**src/pli_regs.vh**
```
`ifndef PLI_REGS_VH
`define PLI_REGS_VH

// Register byte addresses
`define PLI_CTRLA_BASE   8'h00
`define PLI_CTRLB_BASE   8'h10
`define PLI_BEHAV_ADDR   8'h20
`define PLI_PINCFG_ADDR  8'h24
`define PLI_STATUS_ADDR  8'h28

// Register index codes used by the address decoder
`define PLI_IDX_CTRLA    3'h0
`define PLI_IDX_CTRLB    3'h1
`define PLI_IDX_BEHAV    3'h2
`define PLI_IDX_PINCFG   3'h3
`define PLI_IDX_STATUS   3'h4
`define PLI_IDX_NONE     3'h7

// First control register fields
`define PLI_A_ISO        0
`define PLI_A_PDN        1
`define PLI_A_STYLE      6
`define PLI_CTRLA_RST    7'h40

// Second control register fields
`define PLI_B_CODEA_LSB  0
`define PLI_B_CODEB_LSB  4
`define PLI_CTRLB_RST    8'h00

// Behaviour register fields
`define PLI_BH_RATE_LSB  0
`define PLI_BH_STRETCH   2
`define PLI_BEHAV_RST    3'h1

// Pin configuration fields
`define PLI_PC_EN_LSB    0
`define PLI_PC_OD_LSB    8
`define PLI_PC_POL_LSB   16
`define PLI_PINCFG_RST   24'h000000

// Status register fields
`define PLI_ST_COMA      8
`define PLI_ST_STRAP     9

// Display styles
`define PLI_STY_IND      2'h0
`define PLI_STY_TRI      2'h1
`define PLI_STY_ENH      2'h2

// Link speed codes
`define PLI_SPD_10       2'h0
`define PLI_SPD_100      2'h1
`define PLI_SPD_1000     2'h2

// Enhanced codes
`define PLI_EC_LINK      4'h0
`define PLI_EC_L1000     4'h1
`define PLI_EC_L100      4'h2
`define PLI_EC_L10       4'h3
`define PLI_EC_L100_1000 4'h4
`define PLI_EC_L10_1000  4'h5
`define PLI_EC_L10_100   4'h6
`define PLI_EC_DUPLEX    4'h8
`define PLI_EC_COLL      4'h9
`define PLI_EC_ACT       4'ha
`define PLI_EC_PDF       4'hc
`define PLI_EC_OFF       4'he
`define PLI_EC_ON        4'hf

// Timing
`define PLI_CLK_NS       50
`define PLI_MS_NS        1000000
`define PLI_MS_CNT_W     16
`define PLI_HALF_0_MS    9'h032
`define PLI_HALF_1_MS    9'h064
`define PLI_HALF_2_MS    9'h0c8
`define PLI_HALF_3_MS    9'h190
`define PLI_STRAP_WAIT   2'h3

// AXI responses
`define PLI_RESP_OKAY    2'h0
`define PLI_RESP_SLVERR  2'h2

`endif

```
**src/pli_indicator.v**
```verilog
`timescale 1ns/1ps
`include "pli_regs.vh"

module pli_indicator (
   input  wire       isSecond,
   input  wire [1:0] style,
   input  wire [3:0] code,
   input  wire       forceOff,
   input  wire       linkUp,
   input  wire [1:0] speed,
   input  wire       fullDuplex,
   input  wire       activity,
   input  wire       collision,
   input  wire       pdFault,
   input  wire       blinkPhase,
   output reg        lightOn
);

   // Bit n set: speed code n is shown
   function [2:0] speedMask;
      input [3:0] c;
      begin
         case (c)
            `PLI_EC_LINK:      speedMask = 3'h7;
            `PLI_EC_L1000:     speedMask = 3'h4;
            `PLI_EC_L100:      speedMask = 3'h2;
            `PLI_EC_L10:       speedMask = 3'h1;
            `PLI_EC_L100_1000: speedMask = 3'h6;
            `PLI_EC_L10_1000:  speedMask = 3'h5;
            `PLI_EC_L10_100:   speedMask = 3'h3;
            default:           speedMask = 3'h0;
         endcase
      end
   endfunction

   wire [2:0] spdHot = (speed == `PLI_SPD_1000) ? 3'h4 :
                       (speed == `PLI_SPD_100)  ? 3'h2 :
                       (speed == `PLI_SPD_10)   ? 3'h1 : 3'h0;
   wire       actShow = activity ? blinkPhase : 1'b1;
   wire       triUse  = isSecond ? |(spdHot & 3'h5) : |(spdHot & 3'h3);

   always @* begin
      lightOn = 1'b0;
      if (forceOff) begin
         lightOn = 1'b0; // RULE8
      end else begin
         case (style)
            `PLI_STY_IND: begin
               lightOn = isSecond ? linkUp : (linkUp & activity & blinkPhase); // RULE9 RULE10
            end
            `PLI_STY_TRI: begin
               lightOn = linkUp & triUse & actShow; // RULE11 RULE12
            end
            `PLI_STY_ENH: begin
               case (code) // RULE13
                  `PLI_EC_LINK: lightOn = linkUp & actShow; // RULE15
                  `PLI_EC_L1000, `PLI_EC_L100, `PLI_EC_L10: lightOn = linkUp & |(speedMask(code) & spdHot) & actShow; // RULE16
                  `PLI_EC_L100_1000, `PLI_EC_L10_1000, `PLI_EC_L10_100: begin
                     lightOn = linkUp & |(speedMask(code) & spdHot) & actShow; // RULE17
                  end
                  `PLI_EC_DUPLEX: lightOn = linkUp & (fullDuplex | (collision & blinkPhase)); // RULE18
                  `PLI_EC_COLL:   lightOn = collision & blinkPhase; // RULE19
                  `PLI_EC_ACT:    lightOn = activity & blinkPhase; // RULE19
                  `PLI_EC_PDF:    lightOn = pdFault; // RULE20
                  `PLI_EC_OFF:    lightOn = 1'b0;
                  `PLI_EC_ON:     lightOn = 1'b1;
                  default:        lightOn = 1'b0; // RULE21
               endcase
            end
            default: lightOn = 1'b0;
         endcase
      end
   end

endmodule // pli_indicator

```
**src/pli_top.v**
```verilog
// Summary of operation
// RULE1: Eight indicators, two per port, programmable.
// RULE2: Style bit and strap pick display style.
// RULE3: Strap sets default; per-port registers override.
// RULE4: Software enables pin, driver type first.
// RULE5: Open-drain type follows polarity automatically.
// RULE6: Polarity straps give default pin polarity.
// RULE7: Coma disables indicators; leaving restores them.
// RULE8: Isolate, power-down or coma force off.
// RULE9: Individual: second shows link, first activity.
// RULE10: Individual: link steady, activity blinks first.
// RULE11: Tri-color: speed picks which indicators light.
// RULE12: Tri-color: steady idle, blink on activity.
// RULE13: Enhanced: each indicator uses own code.
// RULE14: Blink rate, stretching from behaviour register.
// RULE15: Code 0: link any speed with activity.
// RULE16: Codes 1-3: link-activity at single speed.
// RULE17: Codes 4-6: link-activity at speed pairs.
// RULE18: Code 8: duplex steady, half collisions blink.
// RULE19: Code 9 collision blink, 10 activity.
// RULE20: Code 12 shows parallel detect fault.
// RULE21: Reserved codes dark; blink uses set rate.
//
// Design decisions made here: the register offsets and the AXI4-Lite slave port.
`timescale 1ns/1ps
`include "pli_regs.vh"

module pli_top #(
   parameter TICK_CYCLES = `PLI_MS_NS / `PLI_CLK_NS
) (
   input  wire        mclk,
   input  wire        reset,
   input  wire [7:0]  s_axi_awaddr,
   input  wire        s_axi_awvalid,
   output wire        s_axi_awready,
   input  wire [31:0] s_axi_wdata,
   input  wire [3:0]  s_axi_wstrb,
   input  wire        s_axi_wvalid,
   output wire        s_axi_wready,
   output reg  [1:0]  s_axi_bresp,
   output reg         s_axi_bvalid,
   input  wire        s_axi_bready,
   input  wire [7:0]  s_axi_araddr,
   input  wire        s_axi_arvalid,
   output wire        s_axi_arready,
   output reg  [31:0] s_axi_rdata,
   output reg  [1:0]  s_axi_rresp,
   output reg         s_axi_rvalid,
   input  wire        s_axi_rready,
   input  wire [3:0]  linkUp,
   input  wire [7:0]  linkSpeed,
   input  wire [3:0]  fullDuplex,
   input  wire [3:0]  activity,
   input  wire [3:0]  collision,
   input  wire [3:0]  pdFault,
   input  wire        comaPin,
   input  wire        indicatorStyleStrap,
   input  wire [7:0]  indicatorPolarityStraps,
   output reg  [7:0]  indicatorOut,
   output reg  [7:0]  indicatorOe_n
);

   // Index from address; shared by read and write paths
   function [2:0] regIndex;
      input [7:0] a;
      begin
         if (a[1:0] != 2'h0)
            regIndex = `PLI_IDX_NONE;
         else if (a >= `PLI_CTRLA_BASE && a < `PLI_CTRLB_BASE)
            regIndex = `PLI_IDX_CTRLA;
         else if (a >= `PLI_CTRLB_BASE && a < `PLI_BEHAV_ADDR)
            regIndex = `PLI_IDX_CTRLB;
         else if (a == `PLI_BEHAV_ADDR)
            regIndex = `PLI_IDX_BEHAV;
         else if (a == `PLI_PINCFG_ADDR)
            regIndex = `PLI_IDX_PINCFG;
         else if (a == `PLI_STATUS_ADDR)
            regIndex = `PLI_IDX_STATUS;
         else
            regIndex = `PLI_IDX_NONE;
      end
   endfunction

   // Byte-lane merge
   function [31:0] laneMerge;
      input [31:0] old;
      input [31:0] dat;
      input [3:0]  strb;
      integer i;
      begin
         laneMerge = old;
         for (i = 0; i < 4; i = i + 1) begin
            if (strb[i])
               laneMerge[i*8 +: 8] = dat[i*8 +: 8];
         end
      end
   endfunction

   // Pin synchronisers
   reg        comaMeta_ff;
   reg        coma_ff;
   reg [8:0]  strapMeta_ff;
   reg [8:0]  strapSync_ff;
   reg [1:0]  strapCnt_ff;
   reg        styleStrap_ff;

   always @(posedge mclk) begin
      comaMeta_ff  <= comaPin;
      coma_ff      <= comaMeta_ff;
      strapMeta_ff <= {indicatorStyleStrap, indicatorPolarityStraps};
      strapSync_ff <= strapMeta_ff;
   end

   // Straps are caught once the synchroniser has filled after reset
   wire strapLoad = (strapCnt_ff == `PLI_STRAP_WAIT - 2'h1);

   always @(posedge mclk) begin
      if (reset) begin
         strapCnt_ff   <= 2'h0;
         styleStrap_ff <= 1'b0;
      end else begin
         if (strapCnt_ff != `PLI_STRAP_WAIT)
            strapCnt_ff <= strapCnt_ff + 2'h1;
         if (strapLoad)
            styleStrap_ff <= strapSync_ff[8]; // RULE3
      end
   end

   // AXI4-Lite write path
   reg        awHeld_ff;
   reg [7:0]  awAddr_ff;
   reg        wHeld_ff;
   reg [31:0] wData_ff;
   reg [3:0]  wStrb_ff;

   assign s_axi_awready = !awHeld_ff && !s_axi_bvalid;
   assign s_axi_wready  = !wHeld_ff && !s_axi_bvalid;

   wire       doWrite = awHeld_ff && wHeld_ff && !s_axi_bvalid;
   wire [2:0] wIdx    = regIndex(awAddr_ff);
   wire [1:0] wPort   = awAddr_ff[3:2];

   always @(posedge mclk) begin
      if (reset) begin
         awHeld_ff    <= 1'b0;
         awAddr_ff    <= 8'h00;
         wHeld_ff     <= 1'b0;
         wData_ff     <= 32'h00000000;
         wStrb_ff     <= 4'h0;
         s_axi_bvalid <= 1'b0;
         s_axi_bresp  <= `PLI_RESP_OKAY;
      end else begin
         if (s_axi_awvalid && s_axi_awready) begin
            awHeld_ff <= 1'b1;
            awAddr_ff <= s_axi_awaddr;
         end
         if (s_axi_wvalid && s_axi_wready) begin
            wHeld_ff <= 1'b1;
            wData_ff <= s_axi_wdata;
            wStrb_ff <= s_axi_wstrb;
         end
         if (doWrite) begin
            awHeld_ff    <= 1'b0;
            wHeld_ff     <= 1'b0;
            s_axi_bvalid <= 1'b1;
            s_axi_bresp  <= (wIdx == `PLI_IDX_NONE || wIdx == `PLI_IDX_STATUS) ?
                            `PLI_RESP_SLVERR : `PLI_RESP_OKAY;
         end else if (s_axi_bvalid && s_axi_bready) begin
            s_axi_bvalid <= 1'b0;
         end
      end
   end

   // Configuration registers
   reg [6:0]  ctrlA_ff [0:3];
   reg [7:0]  ctrlB_ff [0:3];
   reg [2:0]  behav_ff;
   reg [23:0] pinCfg_ff;
   reg [7:0]  ledOn_ff;

   wire [31:0] mergeA  = laneMerge({25'h0, ctrlA_ff[wPort]}, wData_ff, wStrb_ff);
   wire [31:0] mergeB  = laneMerge({24'h0, ctrlB_ff[wPort]}, wData_ff, wStrb_ff);
   wire [31:0] mergeBh = laneMerge({29'h0, behav_ff}, wData_ff, wStrb_ff);
   wire [31:0] mergePc = laneMerge({8'h0, pinCfg_ff}, wData_ff, wStrb_ff);

   integer k;
   always @(posedge mclk) begin
      if (reset) begin
         for (k = 0; k < 4; k = k + 1) begin
            ctrlA_ff[k] <= `PLI_CTRLA_RST;
            ctrlB_ff[k] <= `PLI_CTRLB_RST;
         end
         behav_ff  <= `PLI_BEHAV_RST;
         pinCfg_ff <= `PLI_PINCFG_RST;
      end else begin
         if (doWrite && wIdx == `PLI_IDX_CTRLA)
            ctrlA_ff[wPort] <= mergeA[6:0];
         if (doWrite && wIdx == `PLI_IDX_CTRLB)
            ctrlB_ff[wPort] <= mergeB[7:0];
         if (doWrite && wIdx == `PLI_IDX_BEHAV)
            behav_ff <= mergeBh[2:0]; // RULE14
         if (doWrite && wIdx == `PLI_IDX_PINCFG)
            pinCfg_ff <= mergePc[23:0]; // RULE4
         else if (strapLoad)
            // Pull-up strap means active-low pin, hence the inversion
            pinCfg_ff[`PLI_PC_POL_LSB +: 8] <= ~strapSync_ff[7:0]; // RULE6
      end
   end

   // AXI4-Lite read path
   wire [2:0] rIdx  = regIndex(s_axi_araddr);
   wire [1:0] rPort = s_axi_araddr[3:2];
   assign s_axi_arready = !s_axi_rvalid;

   always @(posedge mclk) begin
      if (reset) begin
         s_axi_rvalid <= 1'b0;
         s_axi_rdata  <= 32'h00000000;
         s_axi_rresp  <= `PLI_RESP_OKAY;
      end else if (s_axi_arvalid && s_axi_arready) begin
         s_axi_rvalid <= 1'b1;
         s_axi_rresp  <= `PLI_RESP_OKAY;
         case (rIdx)
            `PLI_IDX_CTRLA:  s_axi_rdata <= {25'h0, ctrlA_ff[rPort]};
            `PLI_IDX_CTRLB:  s_axi_rdata <= {24'h0, ctrlB_ff[rPort]};
            `PLI_IDX_BEHAV:  s_axi_rdata <= {29'h0, behav_ff};
            `PLI_IDX_PINCFG: s_axi_rdata <= {8'h0, pinCfg_ff};
            `PLI_IDX_STATUS: s_axi_rdata <= {22'h0, styleStrap_ff, coma_ff, ledOn_ff};
            default: begin
               s_axi_rdata <= 32'h00000000;
               s_axi_rresp <= `PLI_RESP_SLVERR;
            end
         endcase
      end else if (s_axi_rvalid && s_axi_rready) begin
         s_axi_rvalid <= 1'b0;
      end
   end

   // Millisecond tick and blink phase
   reg [`PLI_MS_CNT_W-1:0] msCnt_ff;
   reg [8:0]               halfCnt_ff;
   reg                     blinkPhase_ff;
   reg [8:0]               halfLimit;

   wire msTick     = (msCnt_ff == TICK_CYCLES[`PLI_MS_CNT_W-1:0] - 1'b1);
   wire phaseFlip  = msTick && (halfCnt_ff >= halfLimit - 9'h001);

   always @* begin
      case (behav_ff[`PLI_BH_RATE_LSB +: 2])
         2'h0:    halfLimit = `PLI_HALF_0_MS;
         2'h1:    halfLimit = `PLI_HALF_1_MS;
         2'h2:    halfLimit = `PLI_HALF_2_MS;
         default: halfLimit = `PLI_HALF_3_MS;
      endcase
   end

   always @(posedge mclk) begin
      if (reset) begin
         msCnt_ff      <= {`PLI_MS_CNT_W{1'b0}};
         halfCnt_ff    <= 9'h000;
         blinkPhase_ff <= 1'b0;
      end else begin
         msCnt_ff <= msTick ? {`PLI_MS_CNT_W{1'b0}} : msCnt_ff + 1'b1;
         if (phaseFlip) begin
            halfCnt_ff    <= 9'h000;
            blinkPhase_ff <= ~blinkPhase_ff; // RULE21
         end else if (msTick) begin
            halfCnt_ff <= halfCnt_ff + 9'h001;
         end
      end
   end

   // Stretch: short bursts stay visible until the next phase change
   reg [3:0] actHold_ff;
   reg [3:0] colHold_ff;
   wire      stretchEn = behav_ff[`PLI_BH_STRETCH];

   always @(posedge mclk) begin
      if (reset) begin
         actHold_ff <= 4'h0;
         colHold_ff <= 4'h0;
      end else begin
         // New event wins over the clear at a phase change
         actHold_ff <= activity  | (phaseFlip ? 4'h0 : actHold_ff);
         colHold_ff <= collision | (phaseFlip ? 4'h0 : colHold_ff);
      end
   end

   wire [3:0] actEff = stretchEn ? (actHold_ff | activity) : activity; // RULE14
   wire [3:0] colEff = stretchEn ? (colHold_ff | collision) : collision;

   // Eight indicators
   wire [7:0] lightNow;
   genvar g;
   generate
      for (g = 0; g < 8; g = g + 1) begin : gInd
         localparam P = g / 2;
         wire [6:0] regA   = ctrlA_ff[P];
         wire [7:0] regB   = ctrlB_ff[P];
         wire       second = (g % 2) == 1;
         wire [1:0] sty    = !regA[`PLI_A_STYLE] ? `PLI_STY_ENH :
                             (styleStrap_ff ? `PLI_STY_IND : `PLI_STY_TRI); // RULE2 RULE3
         wire       offNow = regA[`PLI_A_ISO] | regA[`PLI_A_PDN] | coma_ff; // RULE7 RULE8
         wire [3:0] code   = second ? regB[`PLI_B_CODEB_LSB +: 4] : regB[`PLI_B_CODEA_LSB +: 4];

         pli_indicator uInd (
            .isSecond   (second),
            .style      (sty),
            .code       (code),
            .forceOff   (offNow),
            .linkUp     (linkUp[P]),
            .speed      (linkSpeed[2*P +: 2]),
            .fullDuplex (fullDuplex[P]),
            .activity   (actEff[P]),
            .collision  (colEff[P]),
            .pdFault    (pdFault[P]),
            .blinkPhase (blinkPhase_ff),
            .lightOn    (lightNow[g])
         ); // RULE1
      end
   endgenerate

   // Pin drivers
   wire [7:0] pinEn  = pinCfg_ff[`PLI_PC_EN_LSB +: 8];
   wire [7:0] pinOd  = pinCfg_ff[`PLI_PC_OD_LSB +: 8];
   wire [7:0] pinPol = pinCfg_ff[`PLI_PC_POL_LSB +: 8];

   always @(posedge mclk) begin
      if (reset) begin
         ledOn_ff      <= 8'h00;
         indicatorOut  <= 8'h00;
         indicatorOe_n <= 8'hff;
      end else begin
         ledOn_ff      <= lightNow;
         // Level equals polarity when lit
         indicatorOut  <= pinEn & ~(lightNow ^ pinPol);
         // Open-drain releases when dark: open-source if active high
         indicatorOe_n <= ~pinEn | (pinOd & ~lightNow); // RULE4 RULE5
      end
   end

endmodule // pli_top

```
**config.mk**
```make
export PLATFORM = sky130hd
export DESIGN_NAME = pli_top
export DESIGN_NICKNAME = d
export VERILOG_FILES = /design/src/pli_indicator.v /design/src/pli_top.v
export VERILOG_INCLUDE_DIRS = /design/src
export SDC_FILE = /design/constraint.sdc
export NUM_CORES = 1
export LEC_CHECK = 0
export ABC_CLOCK_PERIOD_IN_PS = 5500
export BUFFER_PORTS_ARGS = -buffer_cell sky130_fd_sc_hd__buf_2
export CAP_MARGIN = 20
export CELL_PAD_IN_SITES_DETAIL_PLACEMENT = 2
export CELL_PAD_IN_SITES_GLOBAL_PLACEMENT = 2
export CORE_MARGIN = 2
export CORE_UTILIZATION = 33
export CTS_BUF_LIST = sky130_fd_sc_hd__clkbuf_4
export DETAILED_ROUTE_END_ITERATION = 10
export PLACE_DENSITY_LB_ADDON = 0.1
export SYNTH_ARGS = -nofsm -noshare
export SYNTH_HDL_FRONTEND = slang
export SYNTH_SLANG_ARGS = --single-unit
```
**constraint.sdc**
```tcl
create_clock -name mclk -period 5.5 [get_ports mclk]
set_clock_uncertainty 0.15 [all_clocks]
set_input_delay 1.65 -clock mclk [delete_from_list [all_inputs] [get_ports mclk]]
set_output_delay 1.65 -clock mclk [all_outputs]
set_load 0.01 [all_outputs]
```
==> reports/results.ini <==
[run_status]
status = completed

[cts]
worstSkewPairLatency_ns = 0.73
postCtsResizedCells = 0
post_cts_buffers = 0
cts_root_buf = clkbuf_4
cts_tree = yes
cts_inserted_buffers = 69
clock_sinks = 233
cts.clk_slew.worst_paths_ns = 0.06
cts_max_path_buffers = 3
cts_hold_buf = 0
cts_max_level = 3

[worst_setup_path]
path_buf_inv = 1
critPathSlowestCell = dfxtp_1
path_cells = nor2_1 > buf_2
cp_max_fo = 5
worstSetupEndpointType = output port
start_kind = flip-flop
rrSetupSlack_ns = 2.28
path_class = reg -> out
cp.required_ns = 3.70
cpPeakStageDelay_ns = 0.34
crit_family = flip-flops
cp.arrival_ns = 1.46

[timing]
rsz0062_at_grt = false
final_max_slew_viol_count = 0
post-route-min-period_ns = 3.26
max_slew_margin_pct = 35.5
hold_viol_final = 0
finalSetupViolCount = 0
setup-tns-final_ns = 0
worst_slew_pin_slew_ns = 0.960
fin_crit_sh_pct = 59.3
timing.fmax_mhz = 307

[routing]
wl_microns = 39300
drc = 0
routed-via-count = 9833
drt_iter0_drc = 425
avgRoutedWirePerCell_microns = 21.2
postRouteAntennaNets = 0
viasPerCell = 5.30
dr.pass1.iters = 4

[grt]
antenna_found_initial = 4
track_usage_pct = 22.1
grt_pass1_wl_microns = 60700
grt_max_degree = 59
grt-ovfl-total = 0
grt_pass1_vias = 10509

[placement]
place.gp.congestion = 0.841
place_hpwl_microns = 28300
dp_cells = 1731
numPortBuffers = 134

[synthesis]
synth_top_area_cell = dfxtp_1
synth_edf_count = 60
synth_area_sq_um = 11400
ys_types = 89
ys_async_sr_fraction_pct = 0
synth_top_area_share_pct = 30.4
ys.flop_type = dfxtp_1
yosys_warnings = 0
syn_inst = 1210
synth_seq_area_share_pct = 46.3
syn_area_per_cell_sq_um = 9.40
ys_ff_latch = 233
synth_area_leaders = dfxtp_1 (30%), edfxtp_1 (16%), nand2_1 (4.6%)

[floorplan]
dieArea_sq_um = 36000
core_sq_um = 33700
io_pins = 154
start_util_pct = 33.8
fp.dieH_microns = 190
fp.dieW_microns = 190
fp-row-count = 67

[power_and_ir_drop]
ir_worst_vdd_mv = 0.139
p_total_mw = 3.99
leakagePower_nw = 5.30
power.density_nw_per_um2 = 300

[hold_path]
min_path_type = reg -> reg

[finish]
layout_common_cells = dfxtp_1 (173), nand2_1 (138), buf_2 (133)
instances_no_fill = 1854
nets = 1472
area_growth_pct = 16.8
drive_above_1_share_pct = 22.0
mostFrequentLayoutCell = dfxtp_1

[job]
maxCapViolCount = 0

==> through the flow <==
step	setup slack (ns)	instance area, sq um	util, %	hold WS, ns
floorplan	2.04	11400	-	0.160
global placement	1.68	12400	36.7	0.160
detailed placement	1.66	12400	36.7	0.166
CTS	2.19	13300	39.3	0.181
global route	2.00	13300	39.4	0.185
finish	2.24	13300	39.4	0.177
==> final cells by class <==
type / instances / area, sq um
Clock buffer: 99 / 743
Multi-Input combinational cell: 857 / 5590
Sequential cell: 233 / 5270
Inverter: 47 / 176
Antenna cell: 3 / 7.51
Timing Repair Buffer: 147 / 791
Clock inverter: 20 / 156
Tap cell: 448 / 561
Fill cell: 3790 / 20400
==> registers in the layout, summed over array words and instances, names as in the netlist, 4 cells and up <==
signal,count
actHold_ff,4
awAddr_ff,8
colHold_ff,4
ctrlA_ff,28
ctrlB_ff,32
halfCnt_ff,9
indicatorOe_n,8
indicatorOut,8
ledOn_ff,8
msCnt_ff,16
pinCfg_ff,24
s_axi_rdata,24
strapMeta_ff,9
strapSync_ff,9
wData_ff,24
==> final timing paths <==
path	startpoint	end	cells past startpoint
max	s_axi_bvalid$_SDFFE_PP0P_	s_axi_wready	2
min	comaMeta_ff$_DFF_P_	coma_ff$_DFF_P_	0
max reg2reg	awAddr_ff[3]$_SDFFE_PP0P_	ctrlB_ff[1][7]$_SDFFCE_PN0P_	5
min reg2reg	comaMeta_ff$_DFF_P_	coma_ff$_DFF_P_	0
==> Yosys cell counts, types with 8 or more instances <==
cell,count
ha_1,20
nor3b_1,17
edfxtp_1,60
or3_1,8
o211ai_1,8
o21bai_1,8
mux4_2,15
nor3_1,13
buf_4,13
nand2b_1,15
a21oi_1,93
nand2_1,138
xnor2_1,15
nand3_1,40
and2_1,67
nor2_1,98
dfxtp_1,173
o2bb2ai_1,16
a31oi_1,13
clkbuf_1,57
and3_1,11
a22o_1,9
or2_2,11
xor2_1,14
a211oi_1,12
inv_1,47
o21ai_0,31
mux2i_1,25
a21o_1,9
nor2b_1,11
==> power breakdown <==
group	leakage [nW]	switching, mW	internal (mW)
registers	2.02	0.0929	1.82
logic	2.75	0.194	0.132
clock network	0.532	0.784	0.965
total	5.30	1.07	2.92
==> worst reg2reg max path, cell delays in order (launching register included) <==
cell	delay, ns
dfxtp_1	0.70
or3b_1	0.42
a211oi_2	0.39
nand4_4	0.29
nor4b_4	0.60
or2_2	0.35
==> layer usage <==
metal / GRT usage (%) / vias up / routed length [microns]
li1: - / 4611 / -
met1: 28.7 / 4926 / 17800
met2: 36.4 / 223 / 18600
met3: 4.65 / 71 / 1780
met4: 7.78 / 2 / 1030
met5: 0 / - / 13
==> logic make-up (layout without fill, tap and decap cells) <==
family / Yosys count / after routing / synth area share (%)
other cells: 1 / 13 / 0.0330
compound gates: 264 / 264 / 15.5
mux: 44 / 44 / 5.60
fa+ha+maj: 20 / 20 / 2.20
flops: 233 / 233 / 46.3
simple gates: 490 / 490 / 23.2
buf+inv: 129 / 313 / 4.94
xor+xnor: 29 / 29 / 2.23
Note: power is estimated with default switching activity, not from simulation.
